[config.mk]
export PLATFORM = sky130hd
export DESIGN_NAME = dma_channel_control_bits
export DESIGN_NICKNAME = d
export VERILOG_FILES = /design/src/dma_bits_pkg.sv /design/src/dma_channel_control_bits.sv
export SDC_FILE = /design/constraint.sdc
export NUM_CORES = 1
export LEC_CHECK = 0
export BUFFER_PORTS_ARGS = -buffer_cell sky130_fd_sc_hd__buf_2
export CORE_AREA = 4 4 204 206
export CTS_CLUSTER_DIAMETER = 30
export DETAILED_ROUTE_END_ITERATION = 8
export DIE_AREA = 0 0 208 210
export HOLD_SLACK_MARGIN = 0.08
export PLACE_DENSITY = 0.69
export SLEW_MARGIN = 20
export SYNTH_ARGS = -nofsm -noshare
export SYNTH_HDL_FRONTEND = slang
export SYNTH_SLANG_ARGS = --single-unit
[constraint.sdc]
create_clock -name aclk -period 4.1 [get_ports aclk]
set_input_delay 0.82 -clock aclk [delete_from_list [all_inputs] [get_ports aclk]]
set_output_delay 0.82 -clock aclk [all_outputs]
set_load 0.02 [all_outputs]
[src/dma_bits_pkg.sv]
// constants for the dma channel control bit bank
// assumes a 32-bit axi4-lite register bus and one 100 MHz clock
package dma_bits_pkg;
  localparam int addr_width = 12;
  // register byte offsets
  localparam logic [11:0] off_burst_set = 12'h000;
  localparam logic [11:0] off_burst_clear = 12'h004;
  localparam logic [11:0] off_mask_set = 12'h008;
  localparam logic [11:0] off_mask_clear = 12'h00c;
  localparam logic [11:0] off_on_set = 12'h010;
  localparam logic [11:0] off_on_clear = 12'h014;
  localparam logic [11:0] off_desc_set = 12'h018;
  localparam logic [11:0] off_desc_clear = 12'h01c;
  localparam logic [11:0] off_status = 12'h020;
  localparam logic [11:0] off_irq_status = 12'h024;
  localparam logic [11:0] off_irq_enable = 12'h028;
  localparam logic [11:0] off_irq_clear = 12'h02c;
  // status field position of channel count less one
  localparam int count_lsb = 16;
  localparam int count_width = 5;
  // interrupt event bits
  localparam int irq_done = 0;
  localparam int irq_stop = 1;
  localparam int irq_error = 2;
  localparam int irq_width = 3;
  // descriptor cycle type that stops a channel
  localparam logic [2:0] cycle_stop = 3'h0;
  // axi response codes
  localparam logic [1:0] resp_okay = 2'h0;
  localparam logic [1:0] resp_slverr = 2'h2;
  localparam logic [31:0] reset_word = 32'h0000_0000;
endpackage

[src/dma_channel_control_bits.sv]
// per-channel burst-only, request-mask, enable and descriptor-select bits,
// with an axi4-lite slave, request gating and an event interrupt.
// assumes request lines come from other clock domains; engine events are
// one-cycle pulses on aclk.
`timescale 1ns/1ns
`default_nettype none
module dma_channel_control_bits
  import dma_bits_pkg::*;
#(
  parameter int channels = 32
)
(
  input wire logic aclk,
  input wire logic aresetn,
  // axi4-lite slave
  input wire logic [addr_width-1:0] s_axi_awaddr,
  input wire logic s_axi_awvalid,
  output logic s_axi_awready,
  input wire logic [31:0] s_axi_wdata,
  input wire logic [3:0] s_axi_wstrb,
  input wire logic s_axi_wvalid,
  output logic s_axi_wready,
  output logic [1:0] s_axi_bresp,
  output logic s_axi_bvalid,
  input wire logic s_axi_bready,
  input wire logic [addr_width-1:0] s_axi_araddr,
  input wire logic s_axi_arvalid,
  output logic s_axi_arready,
  output logic [31:0] s_axi_rdata,
  output logic [1:0] s_axi_rresp,
  output logic s_axi_rvalid,
  input wire logic s_axi_rready,
  // peripheral request pins, asynchronous
  input wire logic [channels-1:0] burst_request,
  input wire logic [channels-1:0] single_request,
  // engine events, one-cycle pulses per channel
  input wire logic [channels-1:0] cycle_done,
  input wire logic [channels-1:0] short_remainder,
  input wire logic [channels-1:0] alt_cycle_next_burst,
  input wire logic [channels-1:0] stop_code_fetched,
  input wire logic [channels-1:0] bus_error,
  input wire logic [channels-1:0] descriptor_toggle,
  input wire logic [2:0] fetched_cycle_type,
  // gated requests to the arbiter
  output logic [channels-1:0] burst_request_out,
  output logic [channels-1:0] single_request_out,
  // current bit state for the engine
  output logic [channels-1:0] burst_only,
  output logic [channels-1:0] channel_on,
  output logic [channels-1:0] use_alternate,
  output logic irq
);

  // elaboration check on the channel count
  if (channels < 1 || channels > 32)
  begin : g_bad_channels
    $error("channels must lie between 1 and 32");
  end

  // all state of the block lives in one packed struct. the combinational
  // process builds next_state from state and the inputs, and a single
  // clocked process registers it. this keeps the reset in one place and
  // makes it plain that every output comes from a register field.
  //
  // the fields fall into five groups:
  //   write slave: holding slots for address and data, and the response
  //   read slave: the pending answer with its data and response code
  //   request path: two synchroniser stages per pin and the gated output
  //   channel bits: the four shared set/clear state vectors
  //   interrupt: sticky event status, its enable and the level output
  typedef struct packed {
    // write address slot; full from the edge it is taken until the write
    logic aw_held;
    logic [addr_width-1:0] aw_addr;
    // write data slot and its byte strobes, filled independently of the address
    logic w_held;
    logic [31:0] w_data;
    logic [3:0] w_strb;
    // write response, standing until the master takes it
    logic bvalid;
    logic [1:0] bresp;
    // read answer, standing until the master takes it
    logic rvalid;
    logic [31:0] rdata;
    logic [1:0] rresp;
    // request pin synchronisers; only the second stage feeds logic
    logic [channels-1:0] burst_sync1;
    logic [channels-1:0] burst_sync2;
    logic [channels-1:0] single_sync1;
    logic [channels-1:0] single_sync2;
    // gated request levels towards the arbiter
    logic [channels-1:0] burst_out;
    logic [channels-1:0] single_out;
    // burst-only selection per channel
    logic [channels-1:0] burst_only;
    // external request mask per channel, 1 masks both lines
    logic [channels-1:0] mask;
    // channel enable per channel
    logic [channels-1:0] on;
    // descriptor select per channel, 1 means alternate
    logic [channels-1:0] alt;
    // sticky event bits, their enables and the registered level
    logic [irq_width-1:0] irq_status;
    logic [irq_width-1:0] irq_enable;
    logic irq;
  } state_t;

  state_t state;
  state_t next_state;

  // mask of implemented channel positions, wide enough for the bus word
  localparam logic [31:0] chan_mask = 32'hffff_ffff >> (32 - channels);
  localparam logic [count_width-1:0] count_less_one = count_width'(channels - 1);

  // byte strobes expanded into a bit mask
  function automatic logic [31:0] strobe_bits(input logic [3:0] strb);
    logic [31:0] m;
    m = '0;
    for (int i = 0; i < 4; i++)
    begin
      m[i*8 +: 8] = {8{strb[i]}};
    end
    return m;
  endfunction

  // whether an offset names a mapped register
  function automatic logic mapped(input logic [addr_width-1:0] a);
    return a[1:0] == 2'h0 && a <= off_irq_clear;
  endfunction

  // channel-wide write vector for one register, limited to real channels
  function automatic logic [channels-1:0] hit(input logic [addr_width-1:0] a,
                                              input logic [addr_width-1:0] off,
                                              input logic [31:0] bits);
    logic [31:0] v;
    v = (a == off) ? (bits & chan_mask) : reset_word;
    return v[channels-1:0];
  endfunction

  logic do_write;
  logic [31:0] wbits;
  // per-register write vectors, already limited to implemented channels
  logic [channels-1:0] w_bset;
  logic [channels-1:0] w_bclr;
  logic [channels-1:0] w_mset;
  logic [channels-1:0] w_mclr;
  logic [channels-1:0] w_oset;
  logic [channels-1:0] w_oclr;
  logic [channels-1:0] w_aset;
  logic [channels-1:0] w_aclr;
  // engine-driven updates for this cycle
  logic [channels-1:0] stop_now;
  logic [channels-1:0] off_now;
  logic [channels-1:0] burst_clear_now;
  logic [channels-1:0] burst_set_now;
  logic [31:0] rword;
  logic [irq_width-1:0] events;

  // write slave behaviour:
  //   the address and data channels each have a one-deep holding slot.
  //   a slot fills on the edge at which its valid is seen with the slot
  //   empty, so the master may offer them in either order or together.
  //   once both slots are full and no response stands, the write is
  //   applied in one cycle, both slots empty and bvalid rises.
  //   bvalid then stands until bready is seen high.
  //   a new address may be taken while the response still stands, but
  //   it is not applied until that response has been taken.
  // hazard: the slots do not check the response channel before filling,
  // so a master that ignores bvalid cannot lose a write, only stall.
  //
  // read slave behaviour:
  //   a read is taken when arvalid is seen with no answer pending; the
  //   answer rises on the next edge and stands until rready is seen.
  //   only one read is in flight, which is all the master may issue.
  //
  // channel bit behaviour:
  //   set and clear registers of one pair act on one shared vector.
  //   software is applied first and the engine's update on top of it,
  //   so that a same-cycle engine event always decides the bit.
  //   a software set and clear of one bit in one cycle cannot happen,
  //   since only one write is applied per cycle.
  //
  // request path:
  //   pins are treated as asynchronous and pass two flip-flops; the gate
  //   adds one more stage, so a pin change shows three edges later.
  //   the gate reads the registered mask and burst-only bits, so a
  //   software write takes effect on the request outputs one edge after
  //   the bit itself changes.
  //
  // interrupt:
  //   the three engine events are ored over all channels into sticky
  //   bits. a clear write and a new event in one cycle leave the bit set.
  //   the level output is registered from the next status and enable.
  always_comb
  begin
    next_state = state;
    do_write = 1'b0;
    wbits = '0;
    rword = reset_word;
    // address and data may arrive in either order; each is held until both are in
    if (s_axi_awvalid && !state.aw_held)
    begin
      next_state.aw_held = 1'b1;
      next_state.aw_addr = s_axi_awaddr;
    end
    if (s_axi_wvalid && !state.w_held)
    begin
      next_state.w_held = 1'b1;
      next_state.w_data = s_axi_wdata;
      next_state.w_strb = s_axi_wstrb;
    end
    if (state.aw_held && state.w_held && !state.bvalid)
    begin
      do_write = 1'b1;
      wbits = state.w_data & strobe_bits(state.w_strb);
      next_state.aw_held = 1'b0;
      next_state.w_held = 1'b0;
      next_state.bvalid = 1'b1;
      next_state.bresp = mapped(state.aw_addr) ? resp_okay : resp_slverr;
    end
    if (state.bvalid && s_axi_bready)
    begin
      next_state.bvalid = 1'b0;
    end
    w_bset = do_write ? hit(state.aw_addr, off_burst_set, wbits) : '0;
    w_bclr = do_write ? hit(state.aw_addr, off_burst_clear, wbits) : '0;
    w_mset = do_write ? hit(state.aw_addr, off_mask_set, wbits) : '0;
    w_mclr = do_write ? hit(state.aw_addr, off_mask_clear, wbits) : '0;
    w_oset = do_write ? hit(state.aw_addr, off_on_set, wbits) : '0;
    w_oclr = do_write ? hit(state.aw_addr, off_on_clear, wbits) : '0;
    w_aset = do_write ? hit(state.aw_addr, off_desc_set, wbits) : '0;
    w_aclr = do_write ? hit(state.aw_addr, off_desc_clear, wbits) : '0;

    // software first, engine afterwards so the engine's update wins
    next_state.burst_only = (state.burst_only | w_bset) & ~w_bclr;
    next_state.mask = (state.mask | w_mset) & ~w_mclr;
    next_state.on = (state.on | w_oset) & ~w_oclr;
    next_state.alt = (state.alt | w_aset) & ~w_aclr;
    // short remainder after the next-to-last burst drops burst-only, unless alt_cycle_next_burst sets it in the same cycle
    // the engine raises short_remainder only after the next-to-last burst
    burst_clear_now = short_remainder;
    burst_set_now = alt_cycle_next_burst;
    next_state.burst_only = (next_state.burst_only & ~burst_clear_now) | burst_set_now;
    stop_now = (fetched_cycle_type == cycle_stop) ? stop_code_fetched : '0;
    off_now = cycle_done | stop_now | bus_error;
    next_state.on = next_state.on & ~off_now;
    // engine toggles from the current bit, ignoring a same-cycle write
    next_state.alt = (next_state.alt & ~descriptor_toggle) |
                     ((state.alt ^ descriptor_toggle) & descriptor_toggle);

    // interrupt events; set beats a same-cycle clear
    events = '0;
    events[irq_done] = |cycle_done;
    events[irq_stop] = |stop_now;
    events[irq_error] = |bus_error;
    if (do_write && state.aw_addr == off_irq_enable)
    begin
      next_state.irq_enable = wbits[irq_width-1:0];
    end
    if (do_write && state.aw_addr == off_irq_clear)
    begin
      next_state.irq_status = state.irq_status & ~wbits[irq_width-1:0];
    end
    next_state.irq_status = next_state.irq_status | events;
    next_state.irq = |(next_state.irq_status & next_state.irq_enable);

    // read path: one request at a time, answered the cycle after it is taken
    if (s_axi_arvalid && !state.rvalid)
    begin
      unique case (s_axi_araddr)
        off_burst_set: rword[channels-1:0] = state.burst_only;
        off_mask_set: rword[channels-1:0] = state.mask;
        off_on_set: rword[channels-1:0] = state.on;
        off_desc_set: rword[channels-1:0] = state.alt;
        off_status: rword[count_lsb +: count_width] = count_less_one;
        off_irq_status: rword[irq_width-1:0] = state.irq_status;
        off_irq_enable: rword[irq_width-1:0] = state.irq_enable;
        default: rword = reset_word; // write-only registers read zero
      endcase
      next_state.rvalid = 1'b1;
      next_state.rdata = rword;
      next_state.rresp = mapped(s_axi_araddr) ? resp_okay : resp_slverr;
    end
    else if (state.rvalid && s_axi_rready)
    begin
      next_state.rvalid = 1'b0;
    end

    // request gating from synchronised pins
    next_state.burst_sync1 = burst_request;
    next_state.burst_sync2 = state.burst_sync1;
    next_state.single_sync1 = single_request;
    next_state.single_sync2 = state.single_sync1;
    next_state.burst_out = state.burst_sync2 & ~state.mask;
    next_state.single_out = state.single_sync2 & ~state.mask & ~state.burst_only;
  end

  // one register stage for the whole block
  // reset is synchronous: every field, including the synchronisers, goes
  // to zero, so no request and no interrupt can show right after release.
  // the ready outputs are the inverse of full slots and so read high
  // during reset; a master must still wait for aresetn before offering.
  always_ff @(posedge aclk)
  begin
    if (!aresetn)
    begin
      state <= '0;
    end
    else
    begin
      state <= next_state;
    end
  end

  // outputs straight from state fields
  // limitation: the readys are inverted slot flags rather than flops of
  // their own; they still change only on the clock edge.
  assign s_axi_awready = !state.aw_held;
  assign s_axi_wready = !state.w_held;
  assign s_axi_bvalid = state.bvalid;
  assign s_axi_bresp = state.bresp;
  assign s_axi_arready = !state.rvalid;
  assign s_axi_rvalid = state.rvalid;
  assign s_axi_rdata = state.rdata;
  assign s_axi_rresp = state.rresp;
  assign burst_request_out = state.burst_out;
  assign single_request_out = state.single_out;
  assign burst_only = state.burst_only;
  assign channel_on = state.on;
  assign use_alternate = state.alt;
  assign irq = state.irq;

endmodule // dma_channel_control_bits
`default_nettype wire

# --- Word-level counts from Yosys, hierarchy flattened ---
# Index checks and enable logic that the tools add are counted.
classes:
  n_addsub: 0
  mul: 0
  n_div: 0
  magnitude_cmp: 2
  eq_ne: 15
  shift: 0
  mux: 29
  bitwise_logic: 35
  n_reduce_logical: 27
ops:
  columns: ["op", "count"]
  rows:
  - ["$mux W32", 18]
  - ["$and A32 B32 Y32", 12]
  - ["$not A32 Y32", 9]
  - ["$or A32 B32 Y32", 8]
  - ["$reduce_or A32 Y1", 3]
  - ["$eq A12 B5 Y1 const B", 6]
  - ["$eq A12 B6 Y1 const B", 5]
  - ["$pmux W13 S4", 1]
  - ["$pmux W11 S4", 1]
  - ["$eq A12 B4 Y1 const B", 3]
  - ["$xor A32 B32 Y32", 1]
  - ["$pmux W5 S5", 1]
  - ["$le A12 B6 Y1 const B", 2]
  - ["$logic_not A12 Y1", 2]
  - ["$pmux W3 S6", 1]
  - ["$eq A12 B3 Y1 const B", 1]
  - ["$logic_and A1 B1 Y1", 11]
  - ["$and A3 B3 Y3", 2]
  - ["$mux W3", 2]
  - ["$logic_not A1 Y1", 4]
  - ["$logic_not A2 Y1", 2]
  - ["$mux W2", 2]
  - ["$reduce_or A2 Y1", 2]
  - ["$logic_not A3 Y1", 1]
  - ["other kinds (6)", 8]
word_totals:
  regBits: 415
  latchBits: 0
  ram_bits: 0
  romBits: 0
  output_inout_bits: 202
  mem_count: 0

# --- Longest topological paths before layout ---
# Gate-level depths: netlist (run 1).
depth:
  ltp_word: 9
  ltp_mapped: 8
  depth_no_buf: 5

# --- Worst setup path before layout (run 1) ---
# No wires, ideal clock.
synth_path:
  path_kind: "input to register"
  startpoint: "input s_axi_araddr[11]"
  endpoint: "register state, in the netlist s_axi_rdata[10]"
  arrival_ns: 2.394
  path_slack_ns: 1.647
  cell_stages: 7
  path_buffers: 2
  cell_sequence: "or4_1 > buf_2 > nor4_4 > buf_2 > a22oi_1 > nand2_1 > a22o_1"
synth_between:
  elab_chain_len: 2
  elab_cells_between_ends: 5
  classes_between: "eq/ne: 3; mux: 1; reduce/logical: 1"
synth_lines:
  columns: ["item", "line", "source"]
  rows:
  - ["from (decl)", "dma_channel_control_bits.sv:26", "input wire logic [addr_width-1:0] s_axi_araddr,"]
  - ["$eq A12 B5 Y1, or another cell as far along", "dma_channel_control_bits.sv:270", "unique case (s_axi_araddr)"]
  - ["$pmux W13 S4 (*)", "dma_channel_control_bits.sv:270", null]
  - ["to (signal assigned)", "dma_channel_control_bits.sv:311", "state <= next_state;"]
  - ["to (decl)", "dma_channel_control_bits.sv:108", "state_t state;"]
# Mark *: on every way between the ends. The rest lies on a longest branch, timed or not.
# A chain may end at the register's enable or synchronous reset.

# --- Worst setup path after layout (run 1) ---
layout_path:
  startpoint: "register state[413] in the netlist's numbering"
  endpoint: "register state[82] in the netlist's numbering"
layout_between:
  elab_chain_len: 5
  elab_cells_between_ends: 9
  classes_between: "eq/ne: 2; mux: 4; bitwise: 3"
layout_lines:
  columns: ["item", "line", "source"]
  rows:
  - ["$eq A12 B4 Y1", "dma_channel_control_bits.sv:136", "v = (a == off) ? (bits & chan_mask) : reset_word;"]
  - ["$mux W32", "dma_channel_control_bits.sv:136", null]
  - ["$mux W32, on equally long branches", "dma_channel_control_bits.sv:227, dma_channel_control_bits.sv:228", null]
  - ["$or A32 B32 Y32 / $not A32 Y32 (equally long branches)", "dma_channel_control_bits.sv:236", "next_state.mask = (state.mask | w_mset) & ~w_mclr;"]
  - ["$and A32 B32 Y32 (*)", "dma_channel_control_bits.sv:236", null]
# Marked as above.

==> impl_results.html, run 1 <==
<table>
<tr><th>Metric</th><th>Value</th></tr>
<tr><th colspan="2">Run status</th></tr>
<tr><td>Status</td><td>finished, final reports clean</td></tr>
<tr><th colspan="2">Detailed routing</th></tr>
<tr><td>Detailed-route wire length per cell</td><td>24.40 µm</td></tr>
<tr><td>Top metal layer carrying routed signals</td><td>met5</td></tr>
<tr><td>Met1 wire length</td><td>26,560 µm</td></tr>
<tr><td>Drc violations</td><td>0</td></tr>
<tr><td>Vias per inst</td><td>5.674</td></tr>
<tr><td>Met2 wire length</td><td>32,390 µm</td></tr>
<tr><td>Antenna-violating nets left</td><td>0</td></tr>
<tr><td>Met3 wire len</td><td>5777 µm</td></tr>
<tr><td>Pre-antenna DRT Iters</td><td>6</td></tr>
<tr><td>Iteration-0 DRC count of the detailed router</td><td>1,279</td></tr>
<tr><td>Post-detailed-routing wire length</td><td>67,060 µm</td></tr>
<tr><td>Via count of the routed design</td><td>15,590</td></tr>
<tr><th colspan="2">Timing</th></tr>
<tr><td>Unrepaired setup endpoints after global routing</td><td>no</td></tr>
<tr><td>Least-Margin Pin Slew</td><td>1.127 ns</td></tr>
<tr><td>Clock skew after layout</td><td>0.01822 ns</td></tr>
<tr><td>Final setup slack of the worst path</td><td>1.455 ns</td></tr>
<tr><td>Min cycle time layout</td><td>2.645 ns</td></tr>
<tr><td>Top achievable clock speed</td><td>378.0 MHz</td></tr>
<tr><td>Setup violators final</td><td>0</td></tr>
<tr><td>Relative slew margins</td><td>24.68%</td></tr>
<tr><td>Setup TNS Final</td><td>0 ns</td></tr>
<tr><td>Final-report hold violation count</td><td>0</td></tr>
<tr><td>Final cycle utilization of the critical path</td><td>64.52%</td></tr>
<tr><td>Max Slew Vio Count</td><td>0</td></tr>
<tr><th colspan="2">Yosys</th></tr>
<tr><td>Cell variety after synth</td><td>58</td></tr>
<tr><td>Prevailing post-synth register cell</td><td>sky130_fd_sc_hd__dfxtp_1</td></tr>
<tr><td>Library cell with the highest instance count after synthesis</td><td>sky130_fd_sc_hd__dfxtp_1</td></tr>
<tr><td>Count of state elements after synthesis</td><td>413</td></tr>
<tr><td>Area share of the largest cell type after synthesis</td><td>48.37%</td></tr>
<tr><td>Number of synthesized flops with an enable pin</td><td>0</td></tr>
<tr><td>Mean Syn Cell Area</td><td>9.367 µm²</td></tr>
<tr><td>Cell count after synthesis</td><td>1,825</td></tr>
<tr><td>Ys Warns</td><td>0</td></tr>
<tr><td>Synth area leader</td><td>sky130_fd_sc_hd__dfxtp_1</td></tr>
<tr><td>Async set or reset register ratio after synthesis</td><td>0%</td></tr>
<tr><td>Share of the yosys chip area belonging to registers</td><td>48.37%</td></tr>
<tr><td>Netlist area before placement</td><td>0.01709 mm²</td></tr>
<tr><td>Dominant cells by area after synthesis</td><td>sky130_fd_sc_hd__dfxtp_1 (48%), sky130_fd_sc_hd__buf_4 (8.7%), sky130_fd_sc_hd__and2_1 (5.9%)</td></tr>
<tr><td>Synth cell count leaders</td><td>sky130_fd_sc_hd__dfxtp_1 (413), sky130_fd_sc_hd__buf_4 (197), sky130_fd_sc_hd__and2_1 (162)</td></tr>
<tr><th colspan="2">Critical path</th></tr>
<tr><td>Setup CP Type</td><td>register to register</td></tr>
<tr><td>Startpoint of the lowest-slack register-to-register path</td><td>state[413]</td></tr>
<tr><td>Setup slack of the most critical reg-to-reg path</td><td>1.45 ns</td></tr>
<tr><td>Crit path from</td><td>state[413]</td></tr>
<tr><td>Type of origin of the critical path</td><td>register</td></tr>
<tr><td>Worst R2R Path Depth</td><td>6</td></tr>
<tr><td>Reg-to-reg endpoint</td><td>state[82]</td></tr>
<tr><td>Worst path arrival time</td><td>3.18 ns</td></tr>
<tr><td>Crit path required time</td><td>4.63 ns</td></tr>
<tr><td>Critical Path Sink Type</td><td>register</td></tr>
<tr><td>Critical path peak fanout</td><td>32</td></tr>
<tr><th colspan="2">Pwr</th></tr>
<tr><td>Static power due to leakage</td><td>9.355 nW</td></tr>
<tr><td>Peak supply drop</td><td>0.3835 mV</td></tr>
<tr><td>Power per cell area</td><td>560.9 mW/mm²</td></tr>
<tr><th colspan="2">Cells and area</th></tr>
<tr><td>Filler instances</td><td>3,550</td></tr>
<tr><td>Final nets</td><td>2,476</td></tr>
<tr><td>Layout cell share with drive strength beyond 1</td><td>32.81%</td></tr>
<tr><td>Area growth from synthesis to final layout</td><td>27.00%</td></tr>
<tr><th colspan="2">Clock tree</th></tr>
<tr><td>TritonCTS clock tree</td><td>done</td></tr>
<tr><td>CTS Hold Bufs</td><td>0</td></tr>
<tr><td>Number of sinks driven by the clock tree</td><td>413</td></tr>
<tr><td>Latest clock arrival within the worst-skew pair</td><td>0.60 ns</td></tr>
<tr><td>Clock slew at reported path FFs</td><td>0.05 ns</td></tr>
<tr><td>Total number of H-tree levels</td><td>3</td></tr>
<tr><td>Root Driver</td><td>sky130_fd_sc_hd__clkbuf_16</td></tr>
<tr><td>CTS Buf Count</td><td>84</td></tr>
<tr><td>Buffer count from post-CTS setup fixing</td><td>0</td></tr>
<tr><td>Maximum clock path buffer count</td><td>3</td></tr>
<tr><td>Number of gates resized after CTS</td><td>0</td></tr>
<tr><th colspan="2">Floorplanning</th></tr>
<tr><td>Die Span X</td><td>208 µm</td></tr>
<tr><td>Number of primary I/O pins</td><td>528</td></tr>
<tr><td>Overall die area</td><td>0.04368 mm²</td></tr>
<tr><td>Die Y-Extent</td><td>210 µm</td></tr>
<tr><td>Placeable Area</td><td>0.03964 mm²</td></tr>
<tr><td>Number of standard-cell rows in the floorplan</td><td>73</td></tr>
<tr><td>Initial Util</td><td>43.12%</td></tr>
<tr><th colspan="2">Hold path</th></tr>
<tr><td>Hold Crit Depth</td><td>2</td></tr>
<tr><td>End of the worst hold path</td><td>s_axi_rvalid</td></tr>
<tr><td>Path class of the lowest-slack min-delay path</td><td>input port to register</td></tr>
<tr><td>Hold Path Origin</td><td>s_axi_rready</td></tr>
<tr><th colspan="2">Global route</th></tr>
<tr><td>Initial antenna violation count</td><td>6</td></tr>
<tr><td>Global-route total usage across every layer</td><td>28.83%</td></tr>
<tr><td>Pin count of the biggest net entering global routing</td><td>100</td></tr>
<tr><td>Vias in the first global route</td><td>15,440</td></tr>
<tr><td>Overflow left after global routing</td><td>0</td></tr>
<tr><td>First-pass GRT wire length</td><td>97,260 µm</td></tr>
<tr><th colspan="2">Placement</th></tr>
<tr><td>Detailed placement HPWL</td><td>48,700 µm</td></tr>
<tr><td>Post-Place Worst Slack</td><td>1.085 ns</td></tr>
<tr><td>Port bufs</td><td>525</td></tr>
<tr><td>Final Wtd Congestion</td><td>1.027</td></tr>
<tr><th colspan="2">Run</th></tr>
<tr><td>Total of max-cap violations</td><td>0</td></tr>
</table>
-- power by group --
part	leakage (nW)	total, W	internal [W]	switching, W
sequential	3.39	0.00430	0.00419	0.000116
clock	1.45	0.00701	0.00475	0.00226
combinational	4.51	0.000862	0.000318	0.000544
total	9.35	0.0122	0.00926	0.00292
-- critical path, cell delays in order (launching register included) --
cell and delay (ns):
sky130_fd_sc_hd__dfxtp_1 0.32, sky130_fd_sc_hd__nor4_2 0.44, sky130_fd_sc_hd__nand4_1 0.18, sky130_fd_sc_hd__buf_4 0.26, sky130_fd_sc_hd__or3b_2 0.91, sky130_fd_sc_hd__nor2_1 0.25, sky130_fd_sc_hd__o221a_1 0.20
-- state kept, by name (all words and copies together), names as in the netlist --
signal and flops:
burst_only 32, burst_request_out 32, channel_on 32, irq 1
next_state 64, s_axi_bresp 1, s_axi_bvalid 1, s_axi_rdata 32
s_axi_rresp 1, s_axi_rvalid 1, single_request_out 32, state 152
use_alternate 32
-- stage by stage --
stage                     std cells  total power [W]  instance area [µm²]  hold WS (ns)  utilization (%)
after global placement         2589         0.005207                18740        0.4135            47.26
after detailed placement       2589         0.005223                18740        0.4169            47.28
after CTS                      2744          0.01223                21700        0.3910            54.74
after floorplan                1826         0.004851                17100        0.4119                -
final                          2748          0.01218                21710        0.4171            54.77
after global routing           2748          0.01251                21710        0.4006            54.77
-- cell usage in the layout, fill, tap and decap left out, types with 39 or more instances in the layout --
master,Yosys,layout
sky130_fd_sc_hd__o21ai_0,46,46
sky130_fd_sc_hd__and2_1,162,162
sky130_fd_sc_hd__clkbuf_16,0,87
sky130_fd_sc_hd__nand2_1,160,159
sky130_fd_sc_hd__nor3_1,40,39
sky130_fd_sc_hd__nor2_1,58,56
sky130_fd_sc_hd__a21oi_1,157,157
sky130_fd_sc_hd__dfxtp_1,413,412
sky130_fd_sc_hd__a22oi_1,62,62
sky130_fd_sc_hd__a211oi_1,56,56
sky130_fd_sc_hd__buf_2,21,524
-- layout make-up --
class,count,area [µm²],area share (%)
Inverter,37,146.4,0.6743
Multi-Input combinational cell,1063,6807,31.35
Antenna cell,4,10.01,0.04611
Tap cell,525,656.9,3.026
Sequential cell,413,8269,38.09
Timing Repair Buffer,551,2863,13.19
Clock inverter,49,609.3,2.807
Clock buffer,106,2349,10.82
-- routing by layer --
layer	GRT usage (%)	up-vias
li1	-	7057
met1	35.03	7556
met2	49.13	843
met3	7.799	133
met4	11.12	2
met5	0	-
-- cell families after synthesis --
logic type             count (synthesis)  share of synthesized area (%)
other                                  1                        0.02194
AND/OR/NAND/NOR                      562                          18.61
AO/OA/AOI/OAI                        497                          20.72
flip-flops                           413                          48.37
multiplexers                           2                         0.1171
buffers and inverters                350                          12.17
-- worst max-delay path by stage --
stage	to	slack, ns	cells past startpoint
4_1_cts	state[82]	1.50	6
3_3_place_gp	irq	0.88	6
2_1_floorplan	s_axi_rdata[10]	1.65	7
5_1_grt	state[73]	1.28	6
6_report	state[82]	1.45	6
3_5_place_dp	s_axi_rdata[18]	1.09	6
(Power assumes the default switching activity.)
==> inputs of run 2 (changes only) <==
--- a/config.mk
+++ b/config.mk
@@ -11,7 +11,7 @@
 export DETAILED_ROUTE_END_ITERATION = 8
 export DIE_AREA = 0 0 208 210
 export HOLD_SLACK_MARGIN = 0.08
-export PLACE_DENSITY = 0.69
+export PLACE_DENSITY = 0.71
 export SLEW_MARGIN = 20
 export SYNTH_ARGS = -nofsm -noshare
 export SYNTH_HDL_FRONTEND = slang
==> constraint.sdc (replaced) <==
create_clock -name aclk -period 2.3 [get_ports aclk]
set_input_delay 0.46 -clock aclk [delete_from_list [all_inputs] [get_ports aclk]]
set_output_delay 0.46 -clock aclk [all_outputs]
set_load 0.02 [all_outputs]
==> run 2 against run 1 <==
Core utilization is 4.0 points higher. Register-to-register slack worse by 1.4 ns. Clock skew is 0.0097 ns higher. Power is 89% higher. Non-clock buffer count is 129 higher. Flip-flop and latch count stayed put. Fmax is 19% higher. Cell area is 7.4% higher. Global-route usage is 1.6 points higher. Largest cell class unchanged. Largest power group unchanged.
==> impl_results.html, run 2 (synthesized netlist as in run 1, its figures left out) <==
<table>
<tr><th>Metric</th><th>Value</th></tr>
<tr><th colspan="2">Timing</th></tr>
<tr><td>Clock skew after layout</td><td>0.02793 ns (+0.009707 ns)</td></tr>
<tr><td>Final-report hold violation count</td><td>0 (unchanged)</td></tr>
<tr><td>Max Slew Vio Count</td><td>0 (unchanged)</td></tr>
<tr><td>Relative slew margins</td><td>23.21% (-1.5 points)</td></tr>
<tr><td>Final cycle utilization of the critical path</td><td>96.42% (+32 points)</td></tr>
<tr><td>Min cycle time layout</td><td>2.218 ns (-0.4277 ns)</td></tr>
<tr><td>Unrepaired setup endpoints after global routing</td><td>no</td></tr>
<tr><td>Least-Margin Pin Slew</td><td>1.151 ns (+0.02342 ns)</td></tr>
<tr><td>Setup violators final</td><td>0 (unchanged)</td></tr>
<tr><td>Top achievable clock speed</td><td>450.9 MHz (+19%)</td></tr>
<tr><th colspan="2">Critical path</th></tr>
<tr><td>Total buffers and inverters traversed by the critical path</td><td>0 (-1)</td></tr>
<tr><td>CP max stage delay</td><td>0.60 ns (-0.31 ns)</td></tr>
<tr><td>Critical Path Sink Type</td><td>register</td></tr>
<tr><td>Largest delay contributor family on the critical path</td><td>simple AND/OR/NAND/NOR gates</td></tr>
<tr><td>Slowest cell on the critical path</td><td>sky130_fd_sc_hd__or4b_4</td></tr>
<tr><td>Crit path cell chain</td><td>or4_4 &gt; or4b_4 &gt; o211ai_2 &gt; nand2_1 &gt; a221o_1</td></tr>
<tr><td>Crit path required time</td><td>2.79 ns (-1.84 ns)</td></tr>
<tr><td>Worst path arrival time</td><td>2.71 ns (-0.47 ns)</td></tr>
<tr><td>Worst R2R Path Depth</td><td>5 (-1)</td></tr>
<tr><td>Critical path peak fanout</td><td>3 (-91%)</td></tr>
<tr><td>Critical Path Stages</td><td>5 (-1)</td></tr>
<tr><td>Type of origin of the critical path</td><td>register</td></tr>
<tr><td>Setup CP Type</td><td>register to register</td></tr>
<tr><th colspan="2">Detailed routing</th></tr>
<tr><td>Post-detailed-routing wire length</td><td>70,050 µm (+4.5%)</td></tr>
<tr><td>Antenna-violating nets left</td><td>0 (unchanged)</td></tr>
<tr><td>Via count of the routed design</td><td>16,190 (+3.8%)</td></tr>
<tr><td>Drc violations</td><td>0 (unchanged)</td></tr>
<tr><td>Detailed-route wire length per cell</td><td>24.25 µm (-0.64%)</td></tr>
<tr><td>Iteration-0 DRC count of the detailed router</td><td>1,607 (+26%)</td></tr>
<tr><td>Pre-antenna DRT Iters</td><td>5 (-1)</td></tr>
<tr><td>Vias per inst</td><td>5.604 (-1.2%)</td></tr>
<tr><th colspan="2">Pwr</th></tr>
<tr><td>Static power due to leakage</td><td>10.06 nW (+7.5%)</td></tr>
<tr><td>Internal cell power</td><td>0.01746 W (+89%)</td></tr>
<tr><td>Proportion of power drawn by combinational gates</td><td>7.4% (+0.3 points)</td></tr>
<tr><td>Fraction of power consumed by the clock network</td><td>59.3% (+1.7 points)</td></tr>
<tr><td>Peak supply drop</td><td>0.6274 mV (+64%)</td></tr>
<tr><td>Power per cell area</td><td>989.5 mW/mm² (+76%)</td></tr>
<tr><td>Power spent charging and discharging nets</td><td>0.005609 W (+92%)</td></tr>
<tr><td>Proportion of power drawn by flip-flops and latches</td><td>33.3% (-2.0 points)</td></tr>
<tr><td>Net switching share of the total power</td><td>24.32% (+0.34 points)</td></tr>
<tr><th colspan="2">Global route</th></tr>
<tr><td>Global-route track usage on met2</td><td>51.52% (+2.4 points)</td></tr>
<tr><td>Initial antenna violation count</td><td>8 (+2)</td></tr>
<tr><td>Met1 Track Usage GR</td><td>36.81% (+1.8 points)</td></tr>
<tr><td>Met3 Usage GRT</td><td>8.245% (+0.45 points)</td></tr>
<tr><td>Vias in the first global route</td><td>16,610 (+7.6%)</td></tr>
<tr><td>Global-route total usage across every layer</td><td>30.44% (+1.6 points)</td></tr>
<tr><td>Global routing's busiest layer</td><td>met2</td></tr>
<tr><td>Overflow left after global routing</td><td>0 (unchanged)</td></tr>
<tr><td>Pin count of the biggest net entering global routing</td><td>181 (+81%)</td></tr>
<tr><td>First-pass GRT wire length</td><td>103,400 µm (+6.3%)</td></tr>
<tr><th colspan="2">Floorplanning</th></tr>
<tr><td>Number of standard-cell rows in the floorplan</td><td>73 (unchanged)</td></tr>
<tr><td>Overall die area</td><td>0.04368 mm² (unchanged)</td></tr>
<tr><td>Die Span X</td><td>208 µm (unchanged)</td></tr>
<tr><td>Placeable Area</td><td>0.03964 mm² (unchanged)</td></tr>
<tr><td>Number of primary I/O pins</td><td>528 (unchanged)</td></tr>
<tr><td>Initial Util</td><td>43.12% (unchanged)</td></tr>
<tr><td>Die Y-Extent</td><td>210 µm (unchanged)</td></tr>
<tr><th colspan="2">Cells and area</th></tr>
<tr><td>Final nets</td><td>2,609 (+5.4%)</td></tr>
<tr><td>Post-Route Utilization</td><td>58.81% (+4.0 points)</td></tr>
<tr><td>Register area</td><td>0.008270 mm² (about the same)</td></tr>
<tr><td>Commonest non-fill, non-tap cell in the layout</td><td>sky130_fd_sc_hd__buf_2</td></tr>
<tr><td>Final instance count without filler cells</td><td>2,889 (+5.1%)</td></tr>
<tr><td>Filler instances</td><td>3,326 (-6.3%)</td></tr>
<tr><td>Area growth from synthesis to final layout</td><td>36.37%</td></tr>
<tr><td>Largest reg by FF count</td><td>state</td></tr>
<tr><td>Area of the multi-input gates</td><td>0.006817 mm² (+0.15%)</td></tr>
<tr><td>Layout cell share with drive strength beyond 1</td><td>32.82% (about the same)</td></tr>
<tr><td>Highest-count cells in the layout ignoring fill and taps</td><td>sky130_fd_sc_hd__buf_2 (524), sky130_fd_sc_hd__dfxtp_1 (411), sky130_fd_sc_hd__and2_1 (162), sky130_fd_sc_hd__nand2_1 (159), sky130_fd_sc_hd__a21oi_1 (157)</td></tr>
<tr><td>Max reg flops</td><td>152 (unchanged)</td></tr>
<tr><th colspan="2">Placement</th></tr>
<tr><td>Port bufs</td><td>525 (unchanged)</td></tr>
<tr><td>Detailed placement HPWL</td><td>50,550 µm (+3.8%)</td></tr>
<tr><td>Number of cells after detailed placement</td><td>2,618 (+1.1%)</td></tr>
<tr><td>Final Wtd Congestion</td><td>1.024 (-0.26%)</td></tr>
<tr><th colspan="2">Clock tree</th></tr>
<tr><td>Total number of H-tree levels</td><td>3 (unchanged)</td></tr>
<tr><td>CTS Buf Count</td><td>88 (+4.8%)</td></tr>
<tr><td>Clock slew at reported path FFs</td><td>0.05 ns (about the same)</td></tr>
<tr><td>TritonCTS clock tree</td><td>done</td></tr>
<tr><td>Latest clock arrival within the worst-skew pair</td><td>0.61 ns (about the same)</td></tr>
<tr><td>Root Driver</td><td>sky130_fd_sc_hd__clkbuf_16</td></tr>
<tr><td>Maximum clock path buffer count</td><td>3 (unchanged)</td></tr>
<tr><td>Number of sinks driven by the clock tree</td><td>413 (unchanged)</td></tr>
<tr><td>Buffer count from post-CTS setup fixing</td><td>0 (unchanged)</td></tr>
<tr><th colspan="2">Run status</th></tr>
<tr><td>Status</td><td>finished, final reports clean</td></tr>
<tr><th colspan="2">Hold path</th></tr>
<tr><td>Path class of the lowest-slack min-delay path</td><td>input port to register</td></tr>
<tr><td>Hold Crit Depth</td><td>2 (unchanged)</td></tr>
<tr><th colspan="2">Run</th></tr>
<tr><td>Total of max-cap violations</td><td>0 (unchanged)</td></tr>
</table>
-- run 2: power groups by stage --
stage                     clock network [W]  registers, W  logic, W
after CTS                            0.0138       0.00766   0.00169
after global placement                    0       0.00779   0.00152
final                                0.0137       0.00768   0.00171
after global routing                 0.0141       0.00770   0.00183
after detailed placement                  0       0.00780   0.00155
after floorplan                           0       0.00771  0.000935
-- run 2: worst paths after layout --
kind	from	to	slack [ns]
hold / removal	descriptor_toggle[20]	use_alternate[20]	0.11
hold reg to reg	next_state[271]	state[271]	0.42
setup reg to reg	state[402]	irq	0.08
setup / recovery	state[402]	irq	0.08
-- run 2: per-stage QoR --
step	hold WS (ns)	TNS [ns]	setup WS [ns]	area, µm²	total power, W
after floorplan	0.4119	0	0.2074	17100	0.008648
after global placement	0.4133	-0.1839	-0.02055	19020	0.009309
after detailed placement	0.4169	-0.5669	-0.08174	19020	0.009342
after CTS	0.08089	0	0.08009	23280	0.02313
after global routing	0.09849	0	0.01386	23310	0.02367
final	0.1058	0	0.08232	23310	0.02307
-- run 2: area by class of cell --
class                           count  area share (%)
Multi-Input combinational cell   1063           29.24
Clock buffer                      101           10.19
Antenna cell                        6         0.06441
Inverter                           37          0.6280
Sequential cell                   413           35.48
Clock inverter                     64           3.789
Tap cell                          525           2.818
Timing Repair Buffer              680           17.79
-- run 2: per-layer routing --
metal,share of wire (%),vias up
li1,-,7341
met1,39,7773
met2,48,910
met3,9.2,164
met4,3.7,2
met5,0.019,-
-- run 2: repair_timing --
action                     CTS  global route
hold endpoints to repair   100             0
gates resized for setup      0             4
setup endpoints to repair    0            35
hold buffers               100             0
==> inputs of run 3 (changes only) <==
--- a/config.mk
+++ b/config.mk
@@ -5,13 +5,14 @@
 export SDC_FILE = /design/constraint.sdc
 export NUM_CORES = 1
 export LEC_CHECK = 0
+export ABC_AREA = 1
 export BUFFER_PORTS_ARGS = -buffer_cell sky130_fd_sc_hd__buf_2
-export CORE_AREA = 4 4 204 206
+export CORE_MARGIN = 4
+export CORE_UTILIZATION = 47
 export CTS_CLUSTER_DIAMETER = 30
 export DETAILED_ROUTE_END_ITERATION = 8
-export DIE_AREA = 0 0 208 210
 export HOLD_SLACK_MARGIN = 0.08
-export PLACE_DENSITY = 0.71
+export PLACE_DENSITY = 0.76
 export SLEW_MARGIN = 20
 export SYNTH_ARGS = -nofsm -noshare
 export SYNTH_HDL_FRONTEND = slang
==> run 3 against run 2 <==
Clock power grew 4%. Critical path depth rose by 2. Sequential power is essentially flat. Synthesized cell count grew 35%. Via count up 17%. Sequential share of layout area decreased by 1.5 points. Core utilization up 5.1 points. Highest routed layer unchanged.
==> impl_results.html, run 3 <==
<table>
<tr><th>Metric</th><th>Value</th></tr>
<tr><th colspan="2">Run status</th></tr>
<tr><td>Status</td><td>finished, final reports clean</td></tr>
<tr><th colspan="2">Critical path</th></tr>
<tr><td>Critical Path Sink Type</td><td>register</td></tr>
<tr><td>Total buffers and inverters traversed by the critical path</td><td>1 (+1)</td></tr>
<tr><td>Crit path required time</td><td>2.78 ns (about the same)</td></tr>
<tr><td>Slowest cell on the critical path</td><td>sky130_fd_sc_hd__nor2_8</td></tr>
<tr><td>Type of origin of the critical path</td><td>register</td></tr>
<tr><td>Setup CP Type</td><td>register to register</td></tr>
<tr><td>Crit path cell chain</td><td>nand3_2 &gt; nor2_8 &gt; nand2_1 &gt; o21bai_1 &gt; inv_1 &gt; o21ai_1 &gt; a21oi_1</td></tr>
<tr><td>CP max stage delay</td><td>0.45 ns (-0.15 ns)</td></tr>
<tr><td>Largest delay contributor family on the critical path</td><td>simple AND/OR/NAND/NOR gates</td></tr>
<tr><td>Critical path peak fanout</td><td>15 (+12)</td></tr>
<tr><td>Worst path arrival time</td><td>2.66 ns (-0.05 ns)</td></tr>
<tr><th colspan="2">Yosys</th></tr>
<tr><td>Area share of the largest cell type after synthesis</td><td>45.21% (-3.2 points)</td></tr>
<tr><td>Cell count after synthesis</td><td>2,471 (+35%)</td></tr>
<tr><td>Synth area leader</td><td>sky130_fd_sc_hd__dfxtp_1</td></tr>
<tr><td>Library cell with the highest instance count after synthesis</td><td>sky130_fd_sc_hd__dfxtp_1</td></tr>
<tr><td>Count of state elements after synthesis</td><td>413 (unchanged)</td></tr>
<tr><td>Mean Syn Cell Area</td><td>7.401 µm² (-21%)</td></tr>
<tr><td>Cell variety after synth</td><td>35 (-40%)</td></tr>
<tr><td>Prevailing post-synth register cell</td><td>sky130_fd_sc_hd__dfxtp_1</td></tr>
<tr><td>Dominant cells by area after synthesis</td><td>sky130_fd_sc_hd__dfxtp_1 (45%), sky130_fd_sc_hd__buf_4 (8.4%), sky130_fd_sc_hd__nand2_1 (7.0%)</td></tr>
<tr><td>Number of synthesized flops with an enable pin</td><td>0 (unchanged)</td></tr>
<tr><td>Ys Warns</td><td>0 (unchanged)</td></tr>
<tr><td>Share of the yosys chip area belonging to registers</td><td>45.21% (-3.2 points)</td></tr>
<tr><td>Synth cell count leaders</td><td>sky130_fd_sc_hd__dfxtp_1 (413), sky130_fd_sc_hd__nand2_1 (343), sky130_fd_sc_hd__nor2_1 (322)</td></tr>
<tr><td>Netlist area before placement</td><td>0.01829 mm² (+7.0%)</td></tr>
<tr><td>Async set or reset register ratio after synthesis</td><td>0% (unchanged)</td></tr>
<tr><th colspan="2">Clock tree</th></tr>
<tr><td>Total number of H-tree levels</td><td>3 (unchanged)</td></tr>
<tr><td>CTS Buf Count</td><td>96 (+9.1%)</td></tr>
<tr><td>Clock slew at reported path FFs</td><td>0.05 ns (about the same)</td></tr>
<tr><td>TritonCTS clock tree</td><td>done</td></tr>
<tr><td>Latest clock arrival within the worst-skew pair</td><td>0.62 ns (about the same)</td></tr>
<tr><td>Number of sinks driven by the clock tree</td><td>413 (unchanged)</td></tr>
<tr><td>Maximum clock path buffer count</td><td>3 (unchanged)</td></tr>
<tr><td>Root Driver</td><td>sky130_fd_sc_hd__clkbuf_16</td></tr>
<tr><th colspan="2">Timing</th></tr>
<tr><td>Unrepaired setup endpoints after global routing</td><td>no</td></tr>
<tr><td>Relative slew margins</td><td>44.65% (+21 points)</td></tr>
<tr><td>Setup violators final</td><td>0 (unchanged)</td></tr>
<tr><td>Final cycle utilization of the critical path</td><td>94.88% (-1.5 points)</td></tr>
<tr><td>Min cycle time layout</td><td>2.182 ns (-0.03536 ns)</td></tr>
<tr><td>Final setup slack of the worst path</td><td>0.1177 ns (+0.03536 ns)</td></tr>
<tr><td>Final-report hold violation count</td><td>0 (unchanged)</td></tr>
<tr><td>Clock skew after layout</td><td>0.02593 ns (-0.001993 ns)</td></tr>
<tr><td>Top achievable clock speed</td><td>458.2 MHz (+1.6%)</td></tr>
<tr><td>Setup TNS Final</td><td>0 ns (unchanged)</td></tr>
<tr><td>Least-Margin Pin Slew</td><td>0.8272 ns (-0.3233 ns)</td></tr>
<tr><td>Max Slew Vio Count</td><td>0 (unchanged)</td></tr>
<tr><th colspan="2">Global route</th></tr>
<tr><td>Vias in the first global route</td><td>18,690 (+13%)</td></tr>
<tr><td>Overflow left after global routing</td><td>0 (unchanged)</td></tr>
<tr><td>Pin count of the biggest net entering global routing</td><td>89 (-51%)</td></tr>
<tr><td>Initial antenna violation count</td><td>18 (+10)</td></tr>
<tr><td>Global-route total usage across every layer</td><td>35.52% (+5.1 points)</td></tr>
<tr><td>First-pass GRT wire length</td><td>113,000 µm (+9.3%)</td></tr>
<tr><th colspan="2">Cells and area</th></tr>
<tr><td>Final nets</td><td>3,227 (+24%)</td></tr>
<tr><td>Largest reg by FF count</td><td>state</td></tr>
<tr><td>Highest-count cells in the layout ignoring fill and taps</td><td>sky130_fd_sc_hd__buf_2 (524), sky130_fd_sc_hd__dfxtp_1 (413), sky130_fd_sc_hd__nand2_1 (339), sky130_fd_sc_hd__nor2_1 (321), sky130_fd_sc_hd__inv_1 (312)</td></tr>
<tr><td>Layout cell share with drive strength beyond 1</td><td>26.45% (-6.4 points)</td></tr>
<tr><td>Area growth from synthesis to final layout</td><td>32.93%</td></tr>
<tr><td>Post-Route Utilization</td><td>63.94% (+5.1 points)</td></tr>
<tr><td>Max reg flops</td><td>152 (unchanged)</td></tr>
<tr><td>Filler instances</td><td>3,195 (-3.9%)</td></tr>
<tr><td>Commonest non-fill, non-tap cell in the layout</td><td>sky130_fd_sc_hd__buf_2</td></tr>
<tr><td>Final instance count without filler cells</td><td>3,508 (+21%)</td></tr>
<tr><th colspan="2">Pwr</th></tr>
<tr><td>Overall power of the completed layout</td><td>0.02388 W (+3.5%)</td></tr>
<tr><td>Static power due to leakage</td><td>12.15 nW (+21%)</td></tr>
<tr><td>Power per cell area</td><td>982.2 mW/mm² (-0.73%)</td></tr>
<tr><td>Peak supply drop</td><td>0.6915 mV (+10%)</td></tr>
<tr><th colspan="2">Floorplanning</th></tr>
<tr><td>Die Y-Extent</td><td>205.3 µm (-2.3%)</td></tr>
<tr><td>Overall die area</td><td>0.04213 mm² (-3.5%)</td></tr>
<tr><td>Placeable Area</td><td>0.03802 mm² (-4.1%)</td></tr>
<tr><td>Initial Util</td><td>48.10% (+5.0 points)</td></tr>
<tr><td>Number of standard-cell rows in the floorplan</td><td>71 (-2.7%)</td></tr>
<tr><td>Number of primary I/O pins</td><td>528 (unchanged)</td></tr>
<tr><td>Die Span X</td><td>205.3 µm (-1.3%)</td></tr>
<tr><th colspan="2">Placement</th></tr>
<tr><td>Port bufs</td><td>525 (unchanged)</td></tr>
<tr><td>Final Wtd Congestion</td><td>0.9715 (-5.2%)</td></tr>
<tr><td>Detailed placement HPWL</td><td>55,540 µm (+9.9%)</td></tr>
<tr><td>Number of cells after detailed placement</td><td>3,231 (+23%)</td></tr>
<tr><td>Post-Place Worst Slack</td><td>-0.1536 ns (-0.07189 ns)</td></tr>
<tr><th colspan="2">Detailed routing</th></tr>
<tr><td>Vias per inst</td><td>5.395 (-3.7%)</td></tr>
<tr><td>Via count of the routed design</td><td>18,930 (+17%)</td></tr>
<tr><td>Drc violations</td><td>0 (unchanged)</td></tr>
<tr><td>Antenna-violating nets left</td><td>0 (unchanged)</td></tr>
<tr><td>Post-detailed-routing wire length</td><td>78,340 µm (+12%)</td></tr>
<tr><td>Detailed-route wire length per cell</td><td>22.33 µm (-7.9%)</td></tr>
<tr><td>Pre-antenna DRT Iters</td><td>6 (+1)</td></tr>
<tr><td>Iteration-0 DRC count of the detailed router</td><td>1,998 (+24%)</td></tr>
<tr><th colspan="2">Hold path</th></tr>
<tr><td>Path class of the lowest-slack min-delay path</td><td>input port to register</td></tr>
<tr><th colspan="2">Run</th></tr>
<tr><td>Total of max-cap violations</td><td>0 (unchanged)</td></tr>
</table>
==> run 3: cell count changes in the layout (fill, tap and decap cells not counted), moves of 35 or more <==
cell	delta
sky130_fd_sc_hd__o21ai_1	+138
sky130_fd_sc_hd__nor4b_1	-35
sky130_fd_sc_hd__nor2_1	+265
sky130_fd_sc_hd__inv_1	+276
sky130_fd_sc_hd__a22oi_1	-62
sky130_fd_sc_hd__and2_1	-161
sky130_fd_sc_hd__nand3_1	+157
sky130_fd_sc_hd__a21oi_1	-45
sky130_fd_sc_hd__o21ai_0	+73
sky130_fd_sc_hd__nand2_1	+180
sky130_fd_sc_hd__a211oi_1	-56
==> run 3: worst paths after layout <==
| kind | start | to | slack, ns | depth (start not counted) |
|---|---|---|---|---|
| max | state[401] | burst_only[10] | 0.12 | 7 |
| min | s_axi_wdata[23] | state[392] | 0.08 | 3 |
| max reg2reg | state[401] | burst_only[10] | 0.12 | 7 |
| min reg2reg | next_state[277] | state[277] | 0.40 | 2 |
==> run 3: where the power goes <==
| part | internal, W | switching, W | total [W] |
|---|---|---|---|
| clock | 0.00972 | 0.00461 | 0.0143 |
| combinational | 0.000686 | 0.00117 | 0.00185 |
| sequential | 0.00748 | 0.000206 | 0.00769 |
| total | 0.0179 | 0.00599 | 0.0239 |
==> run 3: worst min-delay path, cell delays in order <==
cell and delay [ns]:
sky130_fd_sc_hd__buf_2 0.07, sky130_fd_sc_hd__nor2_1 0.04, sky130_fd_sc_hd__nor2_1 0.08
==> run 3: through the flow <==
| stage | hold WS (ns) | cell area (µm²) |
|---|---|---|
| 6_report | 0.08289 | 24310 |
| 5_1_grt | 0.09024 | 24310 |
| 4_1_cts | 0.08149 | 24250 |
| 3_5_place_dp | 0.3968 | 20000 |
| 3_3_place_gp | 0.3922 | 20000 |
| 2_1_floorplan | 0.3895 | 18290 |
==> run 3: layer usage <==
metal,GRT usage [%],wire [µm],vias to the layer above
met4,21.22,4725,8
met3,9.504,8547,240
met5,0,51,-
met1,42.86,29070,8836
met2,56.91,35950,1209
li1,-,-,8634
==> run 3: cell type report <==
class                           instances  area (µm²)  share of cell area (%)
Antenna cell                           14       35.03                  0.1441
Clock buffer                          113        2608                   10.73
Clock inverter                         67       833.3                   3.428
Inverter                              319        1202                   4.946
Multi-Input combinational cell       1429        6858                   28.21
Sequential cell                       413        8268                   34.01
Tap cell                              511       639.4                   2.630
Timing Repair Buffer                  642        3867                   15.91
==> run 3: kinds of logic (layout without fill, tap and decap cells) <==
logic type             after synthesis  after routing  share of synthesized area (%)
buffers and inverters              630           1141                          17.52
AO/OA/AOI/OAI                      455            455                          13.57
AND/OR/NAND/NOR                    972            972                          23.68
other                                1             16                        0.02050
flip-flops                         413            413                          45.21
==> run 3: what timing repair did <==
action,4_1_cts,5_1_grt
resized for setup,0,0
endpoints found under the setup margin,0,6
setup buffers,0,2
endpoints found under the hold margin,81,0
hold buffers,81,0
